File: src/rtl/cpr_map.svh
// Register map, field positions and timing counts of the codec port
`ifndef CPR_MAP_SVH
`define CPR_MAP_SVH

// ************************************************************
// Register offsets and masks
// ************************************************************
`define CPR_CTRL0_ADDR 8'h00
`define CPR_CTRL1_ADDR 8'h04
`define CPR_STAT_ADDR 8'h08
`define CPR_CTRL0_MASK 32'h0303_7f7f
`define CPR_CTRL1_MASK 32'h0000_0001
`define CPR_CTRL0_RST 32'h0000_0000
`define CPR_CTRL1_RST 32'h0000_0000

// ************************************************************
// Field positions
// ************************************************************
`define CPR_ASD_LSB 0
`define CPR_TSD_LSB 8
`define CPR_MCE_BIT 16
`define CPR_ECS_BIT 17
`define CPR_ECP_LSB 24
`define CPR_CFS_BIT 0
`define CPR_IN_ENA_BIT 14
`define CPR_OUT_ENA_BIT 15

// ************************************************************
// Codec control addresses and timing counts
// ************************************************************
`define CPR_AUD_CTL_ADDR 4'h4
`define CPR_TEL_CTL_ADDR 4'h2
`define CPR_PRE_LAST 6'h3f
`define CPR_FRAME_LAST 7'h7f
`define CPR_PAD_W 96

`endif

File: src/rtl/cpr_pkg.sv
// Types shared by the codec port rate and enable logic
package cpr_pkg;
  typedef enum logic {CPR_IDLE, CPR_RUN} cpr_state_t;
  typedef enum logic [1:0] {CPR_PEND_NONE, CPR_PEND_ON, CPR_PEND_OFF}
    cpr_pend_t;
endpackage

File: src/rtl/cpr_clk_src.sv
// Bit-rate source selection and external clock prescaler
`timescale 1ns/100ps
`include "cpr_map.svh"
module cpr_clk_src
  import cpr_pkg::*;
(
  input wire logic clock,
  input wire logic rst_n,
  input wire logic enable,
  input wire logic ext_sel,
  input wire logic freq_sel,
  input wire logic [1:0] prescale,
  input wire logic int_lo_edge,
  input wire logic int_hi_edge,
  input wire logic ext_clk_pin,
  output logic src_edge
);

  logic ext_prev_q;
  logic [1:0] div_q;
  logic [1:0] div_d;
  wire ext_edge;
  wire ext_out;
  wire int_edge;

  // ************************************************************
  // Edge selection
  // ************************************************************
  // Every level change of the pin is one edge of the source clock
  assign ext_edge = ext_clk_pin ^ ext_prev_q;
  // Prescaler passes one edge in prescale+1, dividing by 1 to 4
  assign ext_out = ext_edge && (div_q == prescale);
  // Internal rate follows the frequency select bit
  assign int_edge = freq_sel ? int_hi_edge : int_lo_edge;
  // Source clock stops entirely while the port is off
  assign src_edge = enable && (ext_sel ? ext_out : int_edge);
  // Prescaler is held clear while unused or the internal clock runs
  assign div_d = (!enable || !ext_sel) ? 2'h0 :
                 ext_out ? 2'h0 :
                 ext_edge ? div_q + 2'h1 : div_q;

  // Pin history and prescaler state
  always_ff @(posedge clock or negedge rst_n) begin
    if (!rst_n) begin
      ext_prev_q <= 1'b0;
      div_q <= 2'h0;
    end else begin
      ext_prev_q <= ext_clk_pin;
      div_q <= div_d;
    end
  end
endmodule

File: src/rtl/cpr_rate_cnt.sv
// Sample-rate divisor counter with reload and half-duty sample clock
`timescale 1ns/100ps
`include "cpr_map.svh"
module cpr_rate_cnt
  import cpr_pkg::*;
#(
  parameter int W = 7
) (
  input wire logic clock,
  input wire logic rst_n,
  input wire logic start,
  input wire logic stop,
  input wire logic step,
  input wire logic [W-1:0] modulus,
  output logic running,
  output logic wrap,
  output logic sample_clk,
  output logic [W-1:0] count
);

  logic run_q;
  logic wrap_q;
  logic smp_q;
  logic [W-1:0] cnt_q;
  logic [W-1:0] cnt_d;
  wire hit;

  // ************************************************************
  // Count and reload
  // ************************************************************
  // Modulus zero is unsupported; it wraps through 127, giving a 128-step period
  assign hit = run_q && step && cnt_q == {{(W-1){1'b0}}, 1'b1};
  // Load on start, reload on the step from one, else step down
  assign cnt_d = start ? modulus :
                 stop ? '0 :
                 hit ? modulus :
                 (run_q && step) ? cnt_q - 1'b1 : cnt_q;
  assign running = run_q;
  assign wrap = wrap_q;
  assign sample_clk = smp_q;
  assign count = cnt_q;

  // Counter, run flag and half-duty output
  always_ff @(posedge clock or negedge rst_n) begin
    if (!rst_n) begin
      run_q <= 1'b0;
      wrap_q <= 1'b0;
      smp_q <= 1'b0;
      cnt_q <= '0;
    end else begin
      run_q <= start || (run_q && !stop);
      wrap_q <= hit && !start && !stop;
      smp_q <= (start || (run_q && !stop)) && cnt_d > (modulus >> 1);
      cnt_q <= cnt_d;
    end
  end
endmodule

File: src/rtl/cpr_port.sv
// Codec port rate pacing, enable control and 128-bit framing
// Function
// - A 7-bit audio divisor sets the audio sample counter modulus.
// - Sample clock is the source clock divided by 32, then the divisor.
// - Clock select 0 uses an internal clock, 1 uses the external pin.
// - A bit in the second control register picks the internal rate.
// - Codec write setting audio enables starts sample clock at frame sync.
// - Codec write clearing both audio enables stops it at frame sync.
// - Running counter steps at the programmed rate, half-duty clock.
// - The enabling codec write loads the next audio transmit sample.
// - At zero the counter reloads, loads the next sample, keeps counting.
// - A telecom divisor and counter work just like the audio ones.
// - Port enable gates everything and wins shared pins over sync port.
// - With pins remapped both serial ports may run together.
// - All port clocks stop while the port is disabled.
// - Reset clears the port enable and sets the frequency select; here reset clears both.
// - Enable starts bit clock; frame sync high one bit, rising with it.
// - While enabled, 128-bit frames follow back to back.
// - Disable stops at once, aborts the frame, releases the pins.
// - Disable flushes FIFOs and keeps the registers as they are.
// - External clock divides by 1 to 4 by prescale; internal ignores it.
//
// Decided for this implementation: the register addresses and the plain strobed port.
`timescale 1ns/100ps
`include "cpr_map.svh"
module cpr_port
  import cpr_pkg::*;
#(
  parameter int DIV_W = 7,
  parameter int SMP_W = 16,
  parameter int FRAME_W = 128
) (
  input wire logic clock,
  input wire logic rst_n,
  input wire logic [7:0] reg_addr,
  input wire logic [31:0] reg_wdata,
  input wire logic reg_wr,
  input wire logic reg_rd,
  output logic [31:0] reg_rdata,
  input wire logic ctl_wr,
  input wire logic [3:0] ctl_addr,
  input wire logic [15:0] ctl_data,
  input wire logic [SMP_W-1:0] aud_tx_data,
  input wire logic [SMP_W-1:0] tel_tx_data,
  output logic [1:0] tx_pop,
  output logic fifo_flush,
  input wire logic int_lo_edge,
  input wire logic int_hi_edge,
  input wire logic ext_clk_pin,
  input wire logic ssp_en_req,
  input wire logic alt_pin_remap,
  output logic ssp_granted,
  output logic sclk_o,
  output logic sclk_oe,
  output logic frame_sync_pin_o,
  output logic frame_sync_pin_oe,
  output logic txd_o,
  output logic txd_oe,
  input wire logic rxd_i,
  output logic [FRAME_W-1:0] rx_frame,
  output logic rx_strobe,
  output logic aud_sample_clk,
  output logic tel_sample_clk
);

  // ************************************************************
  // Declarations
  // ************************************************************
  logic [31:0] ctrl0_q;
  logic [31:0] ctrl1_q;
  logic [31:0] rdata_q;
  logic [31:0] rdata_d;
  cpr_state_t state_q;
  cpr_state_t state_d;
  logic sclk_q;
  logic frame_sync_pin_q;
  logic [6:0] bit_q;
  logic [5:0] pre_q;
  logic [FRAME_W-1:0] tx_sh_q;
  logic [FRAME_W-1:0] rx_sh_q;
  logic [FRAME_W-1:0] rx_frame_q;
  logic rx_strobe_q;
  logic [FRAME_W-1:0] frame_w;
  logic [FRAME_W-1:0] rx_next;
  cpr_pend_t pend_q [2];
  logic [SMP_W-1:0] field_q [2];
  logic [SMP_W-1:0] tx_data [2];
  logic [DIV_W-1:0] div_w [2];
  logic [DIV_W-1:0] cnt_w [2];
  logic [1:0] ena_wr;
  logic [1:0] ch_start;
  logic [1:0] ch_stop;
  logic [1:0] ch_run;
  logic [1:0] ch_wrap;
  logic [1:0] ch_smp;
  wire port_on;
  wire run_w;
  wire edge_w;
  wire rise_w;
  wire fall_w;
  wire fs_rise;
  wire pre_tick;
  wire wr_ctrl0;
  wire wr_ctrl1;
  wire any_ena;

  // Codec control register that enables each channel
  function automatic logic [3:0] ctl_reg_of(input int ch);
    return (ch == 0) ? `CPR_AUD_CTL_ADDR : `CPR_TEL_CTL_ADDR;
  endfunction

  // ************************************************************
  // Register bus
  // ************************************************************
  // Write decode; reserved bits are masked off and read back zero
  assign wr_ctrl0 = reg_wr && reg_addr == `CPR_CTRL0_ADDR;
  assign wr_ctrl1 = reg_wr && reg_addr == `CPR_CTRL1_ADDR;
  assign port_on = ctrl0_q[`CPR_MCE_BIT];
  assign div_w[0] = ctrl0_q[`CPR_ASD_LSB +: DIV_W];
  assign div_w[1] = ctrl0_q[`CPR_TSD_LSB +: DIV_W];
  // Read mux; unmapped offsets answer zero
  assign rdata_d = (reg_addr == `CPR_CTRL0_ADDR) ? ctrl0_q :
                   (reg_addr == `CPR_CTRL1_ADDR) ? ctrl1_q :
                   (reg_addr == `CPR_STAT_ADDR) ?
                     {9'h0, cnt_w[1], 1'h0, cnt_w[0], 4'h0,
                      ssp_granted, ch_run[1], ch_run[0], run_w} :
                   32'h0000_0000;
  assign reg_rdata = rdata_q;

  // Control registers survive disable; only reset clears them
  always_ff @(posedge clock or negedge rst_n) begin
    if (!rst_n) begin
      ctrl0_q <= `CPR_CTRL0_RST;
      ctrl1_q <= `CPR_CTRL1_RST;
      rdata_q <= 32'h0000_0000;
    end else begin
      if (wr_ctrl0) begin
        ctrl0_q <= reg_wdata & `CPR_CTRL0_MASK;
      end
      if (wr_ctrl1) begin
        ctrl1_q <= reg_wdata & `CPR_CTRL1_MASK;
      end
      rdata_q <= reg_rd ? rdata_d : 32'h0000_0000;
    end
  end

  // ************************************************************
  // Port state and pin ownership
  // ************************************************************
  // Port runs from the cycle after the enable bit is seen set
  assign state_d = port_on ? CPR_RUN : CPR_IDLE;
  assign run_w = state_q == CPR_RUN && port_on;
  // Disable flushes the FIFOs in the cycle it is seen
  assign fifo_flush = state_q == CPR_RUN && !port_on;
  // This port owns the shared pins while enabled unless the sync port is remapped
  assign ssp_granted = ssp_en_req && (!port_on || alt_pin_remap);
  // Pins are driven only while running, released at once otherwise
  assign sclk_oe = run_w;
  assign frame_sync_pin_oe = run_w;
  assign txd_oe = run_w;
  assign sclk_o = sclk_q;
  assign frame_sync_pin_o = frame_sync_pin_q;
  assign txd_o = tx_sh_q[FRAME_W-1];

  always_ff @(posedge clock or negedge rst_n) begin
    if (!rst_n) begin
      state_q <= CPR_IDLE;
    end else begin
      state_q <= state_d;
    end
  end

  // ************************************************************
  // Bit clock source
  // ************************************************************
  cpr_clk_src u_clk_src (
    .clock(clock),
    .rst_n(rst_n),
    .enable(run_w),
    .ext_sel(ctrl0_q[`CPR_ECS_BIT]),
    .freq_sel(ctrl1_q[`CPR_CFS_BIT]),
    .prescale(ctrl0_q[`CPR_ECP_LSB +: 2]),
    .int_lo_edge(int_lo_edge),
    .int_hi_edge(int_hi_edge),
    .ext_clk_pin(ext_clk_pin),
    .src_edge(edge_w)
  );

  // ************************************************************
  // Framing
  // ************************************************************
  // Each source edge toggles the bit clock; rising edges advance bits
  assign rise_w = run_w && edge_w && !sclk_q;
  assign fall_w = run_w && edge_w && sclk_q;
  // Frame sync rises with the bit clock on bit zero of each frame
  assign fs_rise = rise_w && bit_q == `CPR_FRAME_LAST;
  // Outgoing frame carries both sample fields, the rest is zero
  assign frame_w = {field_q[0], field_q[1], {`CPR_PAD_W{1'b0}}};
  assign rx_next = {rx_sh_q[FRAME_W-2:0], rxd_i};
  assign rx_frame = rx_frame_q;
  assign rx_strobe = rx_strobe_q;

  // Bit clock, frame sync and bit position
  always_ff @(posedge clock or negedge rst_n) begin
    if (!rst_n) begin
      sclk_q <= 1'b0;
      frame_sync_pin_q <= 1'b0;
      bit_q <= `CPR_FRAME_LAST;
    end else if (!run_w) begin
      sclk_q <= 1'b0;
      frame_sync_pin_q <= 1'b0;
      bit_q <= `CPR_FRAME_LAST;
    end else if (edge_w) begin
      sclk_q <= !sclk_q;
      if (rise_w) begin
        frame_sync_pin_q <= fs_rise;
        bit_q <= bit_q + 7'h01;
      end
    end
  end

  // Transmit shifter loads a new frame at each frame sync
  always_ff @(posedge clock or negedge rst_n) begin
    if (!rst_n) begin
      tx_sh_q <= '0;
    end else if (!run_w) begin
      tx_sh_q <= '0;
    end else if (fs_rise) begin
      tx_sh_q <= frame_w;
    end else if (rise_w) begin
      tx_sh_q <= {tx_sh_q[FRAME_W-2:0], 1'b0};
    end
  end

  // Receive shifter samples on falling bit clock, hands over whole frames
  always_ff @(posedge clock or negedge rst_n) begin
    if (!rst_n) begin
      rx_sh_q <= '0;
      rx_frame_q <= '0;
      rx_strobe_q <= 1'b0;
    end else begin
      rx_strobe_q <= fall_w && bit_q == `CPR_FRAME_LAST;
      if (fall_w) begin
        rx_sh_q <= rx_next;
      end
      if (fall_w && bit_q == `CPR_FRAME_LAST) begin
        rx_frame_q <= rx_next;
      end
    end
  end

  // ************************************************************
  // Fixed divide by 32 of the source clock
  // ************************************************************
  // Thirty-two source periods are sixty-four source edges
  assign pre_tick = run_w && edge_w && pre_q == `CPR_PRE_LAST;

  always_ff @(posedge clock or negedge rst_n) begin
    if (!rst_n) begin
      pre_q <= 6'h00;
    end else if (!run_w) begin
      pre_q <= 6'h00;
    end else if (edge_w) begin
      pre_q <= pre_q + 6'h01;
    end
  end

  // ************************************************************
  // Audio and telecom channels
  // ************************************************************
  assign tx_data[0] = aud_tx_data;
  assign tx_data[1] = tel_tx_data;
  assign any_ena = ctl_data[`CPR_IN_ENA_BIT] || ctl_data[`CPR_OUT_ENA_BIT];
  assign aud_sample_clk = ch_smp[0];
  assign tel_sample_clk = ch_smp[1];

  for (genvar g = 0; g < 2; g++) begin : g_ch
    wire hit_w;
    cpr_pend_t pend_d;

    // Enable writes wait for the next frame sync to take effect
    assign hit_w = run_w && ctl_wr && ctl_addr == ctl_reg_of(g);
    assign ena_wr[g] = hit_w && any_ena;
    assign pend_d = hit_w ? (any_ena ? CPR_PEND_ON : CPR_PEND_OFF) :
                    fs_rise ? CPR_PEND_NONE : pend_q[g];
    assign ch_start[g] = fs_rise && pend_q[g] == CPR_PEND_ON;
    assign ch_stop[g] = (fs_rise && pend_q[g] == CPR_PEND_OFF) ||
                        !run_w;
    // Sample pops on the enabling write and on each reload
    assign tx_pop[g] = ena_wr[g] || (run_w && ch_wrap[g]);

    always_ff @(posedge clock or negedge rst_n) begin
      if (!rst_n) begin
        pend_q[g] <= CPR_PEND_NONE;
        field_q[g] <= '0;
      end else begin
        pend_q[g] <= run_w ? pend_d : CPR_PEND_NONE;
        if (tx_pop[g]) begin
          field_q[g] <= tx_data[g];
        end
      end
    end

    // Divisor matches the codec's own so both count in lock-step
    cpr_rate_cnt #(.W(DIV_W)) u_rate (
      .clock(clock),
      .rst_n(rst_n),
      .start(ch_start[g]),
      .stop(ch_stop[g]),
      .step(pre_tick),
      .modulus(div_w[g]),
      .running(ch_run[g]),
      .wrap(ch_wrap[g]),
      .sample_clk(ch_smp[g]),
      .count(cnt_w[g])
    );
  end
endmodule

File: config.mk
export PLATFORM = sky130hd
export DESIGN_NAME = cpr_port
export DESIGN_NICKNAME = d
export VERILOG_FILES = /design/src/rtl/cpr_pkg.sv /design/src/rtl/cpr_clk_src.sv /design/src/rtl/cpr_rate_cnt.sv /design/src/rtl/cpr_port.sv
export VERILOG_INCLUDE_DIRS = /design/src /design/src/rtl
export SDC_FILE = /design/constraint.sdc
export NUM_CORES = 1
export LEC_CHECK = 0
export ABC_CLOCK_PERIOD_IN_PS = 3200
export BUFFER_PORTS_ARGS = -buffer_cell sky130_fd_sc_hd__clkbuf_2
export CORE_ASPECT_RATIO = 2
export CORE_MARGIN = 1
export CORE_UTILIZATION = 47
export DETAILED_ROUTE_END_ITERATION = 8
export PLACE_DENSITY = 0.68
export SLEW_MARGIN = 20
export SYNTH_ARGS = -nofsm -noshare
export SYNTH_HDL_FRONTEND = slang
export SYNTH_SLANG_ARGS = --single-unit
File: constraint.sdc
create_clock -name clock -period 3.2 [get_ports clock]
set_clock_uncertainty 0.05 [all_clocks]
set_input_delay 0.64 -clock clock [delete_from_list [all_inputs] [get_ports clock]]
set_output_delay 0.64 -clock clock [all_outputs]
set_load 0.005 [all_outputs]
==> impl_results.rst, run 1 <==
.. list-table::
   :header-rows: 1

   * - Metric
     - Value
   * - Max stage delay on crit path
     - 430 ps
   * - First DRT Iteration DRCs
     - 343
   * - R2r endpoint
     - g_ch[1].u_rate.sample_clk
   * - Post-synth EDFFs
     - 0
   * - First drt pass iteration count
     - 4
   * - Slack of the worst reg-to-reg path
     - 190 ps
   * - Worst reg2reg startpoint
     - u_clk_src.ext_prev_q
   * - Post-DP HPWL
     - 26740 µm
   * - Outcome
     - complete, no violations
   * - Rel. slew slack
     - 46.44%
   * - Maximum root-to-sink buffer count
     - 3
   * - Starting density of the core
     - 47.93%
   * - Clock network latency to the later pin of the worst-skew pair
     - 530 ps
   * - Worst reg-to-reg path cell count
     - 11
   * - Die height
     - 269.5 µm
   * - PwrDens
     - 510.4 nW/µm²
   * - Startpoint type of the worst setup path
     - flip-flop
   * - Flip-flop cell with the highest count after synthesis
     - dfrtp_1
   * - CTS tree
     - yes
   * - Master of the slowest instance on the critical path
     - and4_1
   * - Clock root cell
     - clkbuf_16
   * - DR vias/cell
     - 5.296
   * - Number of H-tree levels
     - 2
   * - Number of antenna violations at the first check in global routing
     - 0
   * - Fmax achieved
     - 331.9 MHz
   * - Maximum fanout along the worst path
     - 4
   * - Core Footprint
     - 35070 µm²
   * - Routed len/inst
     - 18.69 µm
   * - Overall die width
     - 135.7 µm
   * - Distinct cell type count of the synthesized netlist
     - 66
   * - CTS Hold Bufs
     - 0
   * - GPL Wtd Cong
     - 0.9055
   * - Endpoint required time on the critical path
     - 3570 ps
   * - Final WL
     - 36960 µm
   * - Layout-stage area growth over the synthesis result
     - 18.71%
   * - Post-layout nets
     - 1624
   * - Drt drc
     - 0
   * - Delay-heaviest family, CP
     - compound AO/OA/AOI/OAI gates
   * - Fin. max-slew vios
     - 0
   * - Final count of negative-setup-slack endpoints
     - 0
   * - Cell area after technology mapping
     - 16810 µm²
   * - Static Leakage
     - 10.35 nW
   * - Critical path depth
     - 11
   * - Cells after synthesis
     - 1233
   * - Ports
     - 276
   * - IO Port Bufs
     - 238
   * - Startpoint-to-endpoint class of the critical path
     - flip-flop to flip-flop
   * - Largest net degree at the start of global routing
     - 128
   * - Final hold viol count
     - 0
   * - Fill cell instance count of the final layout
     - 2909
   * - #FFs+latches synth
     - 405
   * - Number of warning messages in the yosys log
     - 0
   * - TritonCTS Buffers
     - 37
   * - Ys async rst share
     - 100.0%
   * - Worst voltage drop across the vdd grid
     - 451.8 µV
   * - Kind of path behind the tightest hold check
     - input port to async pin
   * - RSZ-0062 raised after global routing
     - false
   * - Clock-pin transition on the worst setup and hold timing paths
     - 60 ps
   * - Critical path cell sequence
     - xor2_2, and4_1, o2111ai_1, or3_1, xor2_1, a211oi_2, ha_1, a21oi_1, o21ai_0, o21ai_0, a21boi_1
   * - Total grt overflow
     - 0
   * - Share of synthesized area occupied by flip-flops and latches
     - 60.33%
   * - ANT nets after route
     - 0
   * - Endpoint type of the worst setup path
     - flip-flop
   * - Share of the cycle needed by the critical path after routing
     - 94.16%
   * - Data arrival time of the critical path
     - 3380 ps
   * - Share of final-layout standard cells stronger than drive strength 1
     - 36.03%
   * - Average footprint of a synthesized cell
     - 13.64 µm²
   * - Ant. Diodes
     - 0
   * - Transition time at the pin with the least slew margin
     - 803.5 ps
   * - Via count of the first global-routing pass
     - 11120
   * - Worst path bufs/invs
     - 0
   * - Tot GR Track Use
     - 20.95%
   * - Min cycle time layout
     - 3013 ps
   * - Max cap viols
     - 0
   * - Overall via count from detail_route
     - 10470
   * - Global-route wire length before repair
     - 59750 µm
   * - Number of rows in the core area
     - 97
   * - Setup TNS
     - 0 ps
   * - Crit-path most repeated cell
     - o21ai_0
   * - DIE AREA
     - 36580 µm²
   * - Clock sink total
     - 405
   * - Post-route worst hold slack
     - 59.41 ps
## worst max path at each step
stage                                endpoint                 start
global placement    g_ch[1].u_rate.sample_clk           ext_clk_pin
detailed placement  g_ch[1].u_rate.sample_clk           ext_clk_pin
CTS                                 tx_pop[1]           ctrl0_q[16]
global route        g_ch[0].u_rate.sample_clk            ctrl1_q[0]
finish              g_ch[1].u_rate.sample_clk  u_clk_src.ext_prev_q
floorplan           g_ch[0].u_rate.sample_clk           ext_clk_pin
## cell usage after synthesis, types with 3 or more instances
| cell type | instances | area (µm²) |
|---|---|---|
| buf_8 | 10 | 150.1 |
| a21o_1 | 7 | 52.55 |
| buf_6 | 7 | 78.83 |
| a311oi_1 | 32 | 280.3 |
| a21oi_1 | 18 | 90.09 |
| nand3b_1 | 3 | 22.52 |
| xnor2_1 | 12 | 105.1 |
| clkbuf_1 | 22 | 82.58 |
| nand2_1 | 99 | 371.6 |
| inv_1 | 21 | 78.83 |
| nand3_1 | 17 | 85.08 |
| dfstp_2 | 7 | 183.9 |
| buf_4 | 18 | 135.1 |
| a211oi_1 | 4 | 30.03 |
| nor2_1 | 74 | 277.8 |
| xor2_1 | 13 | 113.9 |
| o21ai_0 | 18 | 90.09 |
| mux2_1 | 137 | 1543 |
| dfrtp_1 | 398 | 9960 |
| or3_1 | 4 | 25.02 |
| nor3_1 | 9 | 45.04 |
| buf_2 | 20 | 100.1 |
| nand4_1 | 9 | 56.30 |
| and3_1 | 12 | 75.07 |
| nor4_1 | 4 | 25.02 |
| nor2b_1 | 3 | 18.77 |
| o2111ai_1 | 5 | 43.79 |
| o211ai_1 | 4 | 30.03 |
| mux2i_1 | 18 | 180.2 |
| mux2_2 | 159 | 1790 |
| ha_1 | 18 | 225.2 |
| o31ai_1 | 4 | 30.03 |
| and2_1 | 3 | 18.77 |
| or2_2 | 4 | 25.02 |
## layer usage
metal  GRT usage, %  wire, µm  up-vias
li1               -         -     4872
met1          22.51     13400     5249
met2          38.32     20000      258
met3          3.516      1634       92
met4          10.94      1914        0
met5              0         0        -
## per-stage QoR
step / instance area [µm²] / std cells / util [%] / setup WS [ps] / total power [mW]
2_1_floorplan: 16840 / 1241 / - / 109.0 / 5.410
6_report: 19960 / 1977 / 56.90 / 186.8 / 10.19
3_5_place_dp: 18610 / 1906 / 53.05 / -263.7 / 5.637
4_1_cts: 19890 / 1974 / 56.72 / 39.47 / 10.32
5_1_grt: 19960 / 1977 / 56.90 / 12.02 / 10.57
3_3_place_gp: 18610 / 1906 / 53.05 / -266.4 / 5.627
## power breakdown
part,switching [mW],total [mW],internal [mW]
Combinational,0.218,0.340,0.121
Clock,1.94,4.65,2.71
Sequential,0.0359,5.19,5.16
Total,2.20,10.2,7.99
## state kept, by name, indices dropped and copies added, names as in the netlist, 4 cells and up
| signal | count |
|---|---|
| g_ch.u_rate.count | 14 |
| pend_q | 4 |
| bit_q | 7 |
| ctrl0_q | 18 |
| pre_q | 6 |
| reg_rdata | 23 |
| field_q | 32 |
| rx_sh_q | 127 |
| tx_sh_q | 32 |
| rx_frame | 128 |
## logic make-up (layout without fill, tap and decap cells)
group                      count (synthesis)  in the layout  synth area share (%)
AOI/OAI and AO/OA                        113            113                 5.172
xor gates and xnor gates                  25             25                 1.302
adders and majority gates                 18             18                 1.340
buffers and inverters                     99            390                 3.743
DFF                                      405            405                 60.33
muxes                                    314            314                 20.90
other                                      1              9               0.02230
and+or+nand+nor                          258            258                 7.189
## final cells by class
cell class	instances	area [µm²]	area share [%]
clock inverter	16	244.0	1.222
clock buffer	52	1042	5.222
inverter	21	78.83	0.3950
sequential	405	10140	50.83
tap	445	556.8	2.790
multi-input combinational	737	6130	30.71
timing repair buffer	301	1762	8.827
## repair_timing
item,CTS,global route
setup endpoints to repair,0,3
setup buffers,0,3
resized for setup,0,8
## placed cells by master, fill, tap and decap left out, types with 5 or more instances in the layout
cell type,instances
dfrtp_1,397
clkbuf_2,237
mux2_2,159
mux2_1,137
nand2_1,99
nor2_1,74
buf_4,56
clkbuf_16,37
a311oi_1,32
inv_1,21
mux2i_1,18
o21ai_0,18
ha_1,18
nand3_1,17
a21oi_1,17
xor2_1,12
and3_1,10
xnor2_1,10
nand4_1,9
nor3_1,9
conb_1,9
clkbuf_1,9
a21o_1,7
dfstp_2,7
buf_12,7
clkbuf_8,6
o2111ai_1,5
bufinv_16,5
Note: power is estimated with default switching activity, not from simulation.
==> inputs of run 2 (changes only) <==
--- a/config.mk
+++ b/config.mk
@@ -6,13 +6,15 @@
 export SDC_FILE = /design/constraint.sdc
 export NUM_CORES = 1
 export LEC_CHECK = 0
+export ABC_AREA = 1
 export ABC_CLOCK_PERIOD_IN_PS = 3200
 export BUFFER_PORTS_ARGS = -buffer_cell sky130_fd_sc_hd__clkbuf_2
 export CORE_ASPECT_RATIO = 2
 export CORE_MARGIN = 1
 export CORE_UTILIZATION = 47
 export DETAILED_ROUTE_END_ITERATION = 8
-export PLACE_DENSITY = 0.68
+export PLACE_DENSITY = 0.69
+export SETUP_SLACK_MARGIN = 0.15
 export SLEW_MARGIN = 20
 export SYNTH_ARGS = -nofsm -noshare
 export SYNTH_HDL_FRONTEND = slang
==> run 2 against run 1 <==
Net effect:
- largest cell class unchanged
- clock power down 3%
- critical endpoint unchanged
- sequential share of layout area up 0.95 points
- utilization up 0.33 points
- clock-buffer cell count unchanged
- critical path type unchanged
- via count up 16%
==> impl_results.rst, run 2 <==
.. list-table::
   :header-rows: 1

   * - Metric
     - Value
   * - Cell area after technology mapping
     - 16330 µm²
   * - Core Footprint
     - 34230 µm²
   * - PwrDens
     - 812.0 nW/µm²
   * - Fin. max-slew vios
     - 0
   * - Post-synth EDFFs
     - 0
   * - Global-route wire length before repair
     - 59870 µm
   * - Area of the multi-input gates
     - 5101 µm²
   * - Worst voltage drop across the vdd grid
     - 494.8 µV
   * - Power, Total
     - 15.91 mW
   * - Final hold viol count
     - 0
   * - Leading cell type in the layout, fill and taps excluded
     - dfrtp_1
   * - Ports
     - 276
   * - Share of synthesized area occupied by flip-flops and latches
     - 62.13%
   * - Die height
     - 265.6 µm
   * - Dpl ws
     - 33.18 ps
   * - Maximum fanout along the worst path
     - 6
   * - Number of warning messages in the yosys log
     - 0
   * - List of most frequent post-synthesis cells
     - dfrtp_1 (398), nand2_1 (389), o21ai_0 (243)
   * - Fill cell instance count of the final layout
     - 2987
   * - Worst reg2reg startpoint
     - bit_q[0]
   * - Max cap viols
     - 0
   * - Setup TNS
     - 0 ps
   * - Critical path cell sequence
     - ha_2, nand2_1, nor3_2, nand2_2, inv_1, nand3_2, nor2_4, nor2_2, o21ai_1, a21oi_2, ha_1, nand2_1, o21a_1, o21ai_0, o21ai_0, a21oi_1
   * - CP startpoint
     - bit_q[0]
   * - DIE AREA
     - 35530 µm²
   * - Startpoint type of the worst setup path
     - flip-flop
   * - Most used cells in the layout excluding fill and tap cells
     - dfrtp_1 (397), nand2_1 (383), o21ai_0 (239), clkbuf_2 (237), inv_1 (200)
   * - Top cell type's share of synthesized area
     - 61.01%
   * - Fmax achieved
     - 342.8 MHz
   * - Layout-stage area growth over the synthesis result
     - 20.01%
   * - Endpoint required time on the critical path
     - 3600 ps
   * - Via count of the first global-routing pass
     - 12170
   * - Total area of sequential cells
     - 10140 µm²
   * - Transition time at the pin with the least slew margin
     - 696.3 ps
   * - CTS tree
     - yes
   * - Overall via count from detail_route
     - 12160
   * - Distinct cell type count of the synthesized netlist
     - 44
   * - Delay-heaviest family, CP
     - simple AND/OR/NAND/NOR gates
   * - Master of the slowest instance on the critical path
     - dfstp_2
   * - Post-layout nets
     - 2068
   * - First drt pass iteration count
     - 5
   * - Min cycle time layout
     - 2918 ps
   * - Slack of the worst reg-to-reg path
     - 280 ps
   * - Clock root cell
     - clkbuf_16
   * - Cells after synthesis
     - 1691
   * - Final count of negative-setup-slack endpoints
     - 0
   * - Worst Slack Setup Final
     - 282.5 ps
   * - Worst path bufs/invs
     - 1
   * - Flip-flop count of the largest register after layout
     - 128
   * - DR vias/cell
     - 5.041
   * - Clock-pin transition on the worst setup and hold timing paths
     - 70 ps
   * - Data arrival time of the critical path
     - 3320 ps
   * - Rel. slew slack
     - 53.58%
   * - Startpoint-to-endpoint class of the critical path
     - flip-flop to flip-flop
   * - Overall die width
     - 133.8 µm
   * - Outcome
     - complete, no violations
   * - Drt drc
     - 0
   * - Flip-flop cell with the highest count after synthesis
     - dfrtp_1
   * - TritonCTS Buffers
     - 37
   * - CTS Hold Bufs
     - 0
   * - Clock sink total
     - 405
   * - Max stage delay on crit path
     - 550 ps
   * - Largest net degree at the start of global routing
     - 134
   * - Average footprint of a synthesized cell
     - 9.654 µm²
   * - Number of H-tree levels
     - 2
   * - Share of final-layout standard cells stronger than drive strength 1
     - 22.34%
   * - GPL Wtd Cong
     - 0.8425
   * - ANT nets after route
     - 0
   * - Tot GR Track Use
     - 21.13%
   * - Number of rows in the core area
     - 96
   * - Endpoint type of the worst setup path
     - flip-flop
   * - Total grt overflow
     - 0
   * - Static Leakage
     - 9.829 nW
   * - Leading area contributor after synthesis
     - dfrtp_1
   * - Maximum root-to-sink buffer count
     - 3
   * - First DRT Iteration DRCs
     - 565
   * - Utilization after layout
     - 57.23%
   * - Share of the cycle needed by the critical path after routing
     - 91.17%
   * - Starting density of the core
     - 47.69%
   * - #FFs+latches synth
     - 405
   * - RSZ-0062 raised after global routing
     - true
   * - IO Port Bufs
     - 238
   * - Routed len/inst
     - 15.23 µm
   * - Total instance count after detailed placement
     - 2338
   * - Clock network latency to the later pin of the worst-skew pair
     - 520 ps
   * - Ys async rst share
     - 100.0%
   * - Kind of path behind the tightest hold check
     - input port to async pin
   * - Most frequent cell after synthesis
     - dfrtp_1
   * - Post-DP HPWL
     - 25670 µm
   * - Final WL
     - 36730 µm
   * - Number of antenna violations at the first check in global routing
     - 1
   * - Post-layout instance count excluding filler cells
     - 2412
   * - Area contributors post-synth
     - dfrtp_1 (61%), nand2_1 (8.9%), o21ai_0 (7.4%), inv_1 (4.6%), mux2_2 (2.2%)
==> run 2: changes by cell type in the layout (fill, tap and decap cells not counted), moves of 12 or more <==
cell,delta
a21oi_1,+22
a311oi_1,-32
a31oi_1,+30
inv_1,+179
mux2_1,-137
mux2_2,-127
mux2i_1,-17
nand2_1,+284
o21ai_0,+221
o21ai_1,+55
o22ai_1,+12
==> run 2: power breakdown <==
group	switching (mW)	internal (mW)
Clock	1.87	2.63
Combinational	2.03	1.48
Sequential	1.01	6.89
==> run 2: worst paths after layout <==
| kind | to | depth (start not counted) |
|---|---|---|
| worst max-delay path | g_ch[1].u_rate.sample_clk | 16 |
| worst min-delay path | rx_frame[95] | 1 |
| worst max register to register | g_ch[1].u_rate.sample_clk | 16 |
| worst min register to register | state_q | 0 |
| max in group asynchronous | bit_q[5] | 2 |
| min in group clock | u_clk_src.ext_prev_q | 1 |
==> run 2: final cells by class <==
class	instances	share of cell area, %
inverter	206	3.998
tap	441	2.816
clock buffer	52	5.575
clock inverter	10	0.7089
timing repair buffer	296	9.075
multi-input combinational	1001	26.04
sequential	405	51.78
antenna	1	0.01277
==> run 2: metrics by stage <==
stage / instance area [µm²] / hold slack (ps)
finish: 19590 / 77.30
global route: 19590 / 111.0
CTS: 19390 / 87.43
detailed placement: 18140 / 391.8
global placement: 18140 / 371.9
floorplan: 16360 / 294.4
==> run 2: logic make-up (layout without fill, tap and decap cells) <==
| kind of cell | count (synthesis) | count (layout) | synth area share, % |
|---|---|---|---|
| xor gates and xnor gates | 7 | 7 | 0.4215 |
| DFF | 405 | 405 | 62.13 |
| adders and majority gates | 18 | 18 | 1.380 |
| buffers and inverters | 293 | 564 | 7.603 |
| muxes | 33 | 33 | 2.269 |
| and+or+nand+nor | 539 | 539 | 13.50 |
| AOI/OAI and AO/OA | 395 | 395 | 12.68 |
| other | 1 | 10 | 0.02297 |
==> run 2: what timing repair did <==
action                                  CTS  global route
endpoints found under the setup margin    3             4
pin swaps                                 0            10
gates cloned                              0             0
buffers inserted                          0            11
endpoints found under the hold margin     0             0
gates resized for setup                   5            32
==> run 2: routing by layer <==
layer / GRT usage (%) / up-vias / wire [µm]
met5: 0 / - / 0
met1: 23.29 / 5895 / 13830
li1: - / 5934 / -
met3: 2.478 / 70 / 1222
met4: 10.07 / 0 / 1461
met2: 39.59 / 260 / 20210
==> inputs of run 3 (changes only) <==
--- a/config.mk
+++ b/config.mk
@@ -9,11 +9,12 @@
 export ABC_AREA = 1
 export ABC_CLOCK_PERIOD_IN_PS = 3200
 export BUFFER_PORTS_ARGS = -buffer_cell sky130_fd_sc_hd__clkbuf_2
-export CORE_ASPECT_RATIO = 2
+export CORE_ASPECT_RATIO = 0.9
 export CORE_MARGIN = 1
-export CORE_UTILIZATION = 47
+export CORE_UTILIZATION = 45
 export DETAILED_ROUTE_END_ITERATION = 8
-export PLACE_DENSITY = 0.69
+export PLACE_DENSITY = 0.66
+export RECOVER_POWER = 100
 export SETUP_SLACK_MARGIN = 0.15
 export SLEW_MARGIN = 20
 export SYNTH_ARGS = -nofsm -noshare
==> run 3 against run 2 <==
Net effect:
- the flow now finishes with violations (capacitance limit, slew limit)
- via count fell by 1.5%
- critical path depth shrank 8
- first-iteration DRC count is 27% higher
- global-route usage decreased by 2.0 points
- largest cell class unchanged
==> impl_results.rst, run 3 (same netlist as run 2, synthesis figures left out) <==
.. list-table::
   :header-rows: 1

   * - Metric
     - Value
   * - Layout-stage area growth over the synthesis result
     - 18.26%
   * - Static Leakage
     - 9.399 nW
   * - TritonCTS Buffers
     - 42
   * - Ant. Diodes
     - 0
   * - Post-DP HPWL
     - 23060 µm
   * - Maximum fanout along the worst path
     - 12
   * - RSZ-0062 raised after global routing
     - true
   * - Data arrival time of the critical path
     - 2280 ps
   * - Drt drc
     - 0
   * - Max cap viols
     - 1
   * - Post-layout nets
     - 2051
   * - Min cycle time layout
     - 2973 ps
   * - Number of rows in the core area
     - 65
   * - Worst reg-to-reg path cell count
     - 15
   * - Starting density of the core
     - 46.15%
   * - Overall die width
     - 202.8 µm
   * - Startpoint-to-endpoint class of the critical path
     - flip-flop to output pin
   * - Ports
     - 276
   * - R2r endpoint
     - g_ch[1].u_rate.sample_clk
   * - Fmax achieved
     - 336.4 MHz
   * - First drt pass iteration count
     - 5
   * - GPL Wtd Cong
     - 0.8437
   * - Fill cell instance count of the final layout
     - 3280
   * - CTS tree
     - yes
   * - Critical path cell sequence
     - nand2_4, inv_6, buf_8, nand2_2, nor4_4, nand2_1, nand2_4, clkbuf_1
   * - Maximum root-to-sink buffer count
     - 3
   * - Routed len/inst
     - 14.29 µm
   * - Startpoint type of the worst setup path
     - flip-flop
   * - Global-route wire length before repair
     - 57900 µm
   * - Endpoint required time on the critical path
     - 2510 ps
   * - Kind of path behind the tightest hold check
     - input port to flip-flop
   * - Setup TNS
     - 0 ps
   * - Slack of the worst reg-to-reg path
     - 250 ps
   * - Outcome
     - complete, but fails checks
   * - Worst voltage drop across the vdd grid
     - 449.4 µV
   * - Flip-flop count of the largest register after layout
     - 128
   * - Violated checks
     - capacitance limit, slew limit
   * - Clock network latency to the later pin of the worst-skew pair
     - 550 ps
   * - Transition time at the pin with the least slew margin
     - 1917 ps
   * - Total grt overflow
     - 0
   * - PwrDens
     - 834.3 nW/µm²
   * - First DRT Iteration DRCs
     - 715
   * - Post-route worst hold slack
     - 198.2 ps
   * - Most used cells in the layout excluding fill and tap cells
     - dfrtp_1 (398), nand2_1 (387), o21ai_0 (289), inv_1 (201), clkbuf_2 (141)
   * - Master of the slowest instance on the critical path
     - dfrtp_1
   * - Clock sink total
     - 405
   * - DR vias/cell
     - 4.924
   * - Clock-pin transition on the worst setup and hold timing paths
     - 60 ps
   * - Overall via count from detail_route
     - 11980
   * - Core Footprint
     - 35380 µm²
   * - Final hold viol count
     - 0
   * - Max stage delay on crit path
     - 430 ps
   * - Number of H-tree levels
     - 2
   * - ANT nets after route
     - 0
   * - Number of cells traversed by the worst hold path
     - 1
   * - Clock root cell
     - clkbuf_16
   * - Via count of the first global-routing pass
     - 11530
   * - Final WL
     - 34760 µm
   * - Utilization after layout
     - 54.57%
   * - Crit-path most repeated cell
     - nand2_4
   * - Final count of negative-setup-slack endpoints
     - 0
   * - Fin. max-slew vios
     - 62
   * - Worst reg2reg startpoint
     - bit_q[0]
   * - Critical hold path startpoint
     - ext_clk_pin
   * - Share of the cycle needed by the critical path after routing
     - 92.90%
   * - Largest net degree at the start of global routing
     - 255
   * - IO Port Bufs
     - 238
   * - WHS Endpoint
     - u_clk_src.ext_prev_q
   * - Leading cell type in the layout, fill and taps excluded
     - dfrtp_1
   * - Tot GR Track Use
     - 19.10%
   * - Die height
     - 182.7 µm
   * - Power, Total
     - 16.11 mW
   * - Dpl ws
     - -26.45 ps
   * - Number of antenna violations at the first check in global routing
     - 1
   * - Share of final-layout standard cells stronger than drive strength 1
     - 14.98%
   * - Endpoint type of the worst setup path
     - output pin
   * - DIE AREA
     - 37050 µm²
   * - Rel. slew slack
     - -27.78%
   * - Worst Slack Setup Final
     - 227.4 ps
==> run 3: cell types whose count changed in the layout (fill, tap and decap cells not counted), sizes merged <==
| cell | before | now |
|---|---|---|
| clkbuf | 289 | 319 |
| inv | 209 | 206 |
| clkinv | 4 | 9 |
| dlygate4sd3 | 0 | 1 |
| buf | 59 | 19 |
| diode | 1 | 0 |
==> run 3: how the worst max path moves through the flow <==
stage,startpoint,depth (start not counted),slack (ps),to
2_1_floorplan,ext_clk_pin,18,380,g_ch[0].u_rate.sample_clk
3_3_place_gp,ext_clk_pin,19,70,g_ch[0].u_rate.sample_clk
3_5_place_dp,ext_clk_pin,19,-30,g_ch[0].u_rate.sample_clk
4_1_cts,ctrl0_q[16],8,190,tx_pop[1]
5_1_grt,u_clk_src.div_q[1],18,60,g_ch[0].u_rate.sample_clk
6_report,ctrl0_q[16],8,230,tx_pop[1]
==> run 3: worst max-delay path, delay by kind of cell, from the launching register on <==
kind | cells | cell delay [ps]
buf+inv | 3 | 420
flops | 1 | 430
simple gates | 5 | 880
==> run 3: per-layer routing <==
metal / global-route usage [%] / up-vias / part of all wire (%)
li1: - / 5921 / -
met1: 27.02 / 5724 / 47
met2: 30.26 / 274 / 46
met3: 3.429 / 56 / 5.0
met4: 5.323 / 0 / 2.1
met5: 0 / - / 0
==> run 3: what timing repair did <==
item | 4_1_cts | 5_1_grt
resized for setup | 9 | 19
pin swaps | 0 | 10
hold endpoints to repair | 4 | 0
setup buffers | 0 | 6
setup endpoints to repair | 4 | 4
hold buffers | 1 | 0
==> run 3: final cells by class <==
type                            count  area (µm²)  share of cell area, %
Tap cell                          469       586.8                  3.039
Timing Repair Buffer              274        1355                  7.018
Inverter                          206       780.7                  4.044
Clock buffer                       65        1259                  6.519
Multi-Input combinational cell   1001        5021                  26.01
Sequential cell                   405       10140                  52.54
Clock inverter                     12       161.4                 0.8360
==> run 3: where the power goes <==
group | leakage, nW | internal (mW) | total, mW | switching, mW
Combinational | 3.62 | 1.31 | 3.30 | 1.99
Clock | 0.700 | 2.96 | 4.95 | 1.99
Sequential | 5.08 | 6.89 | 7.85 | 0.960
Total | 9.40 | 11.2 | 16.1 | 4.94
==> run 3: through the flow <==
stage          cell area, µm²  cells
2_1_floorplan           16360   1699
6_report                19310   2432
5_1_grt                 19310   2432
3_5_place_dp            17980   2348
3_3_place_gp            17980   2348
4_1_cts                 19450   2426
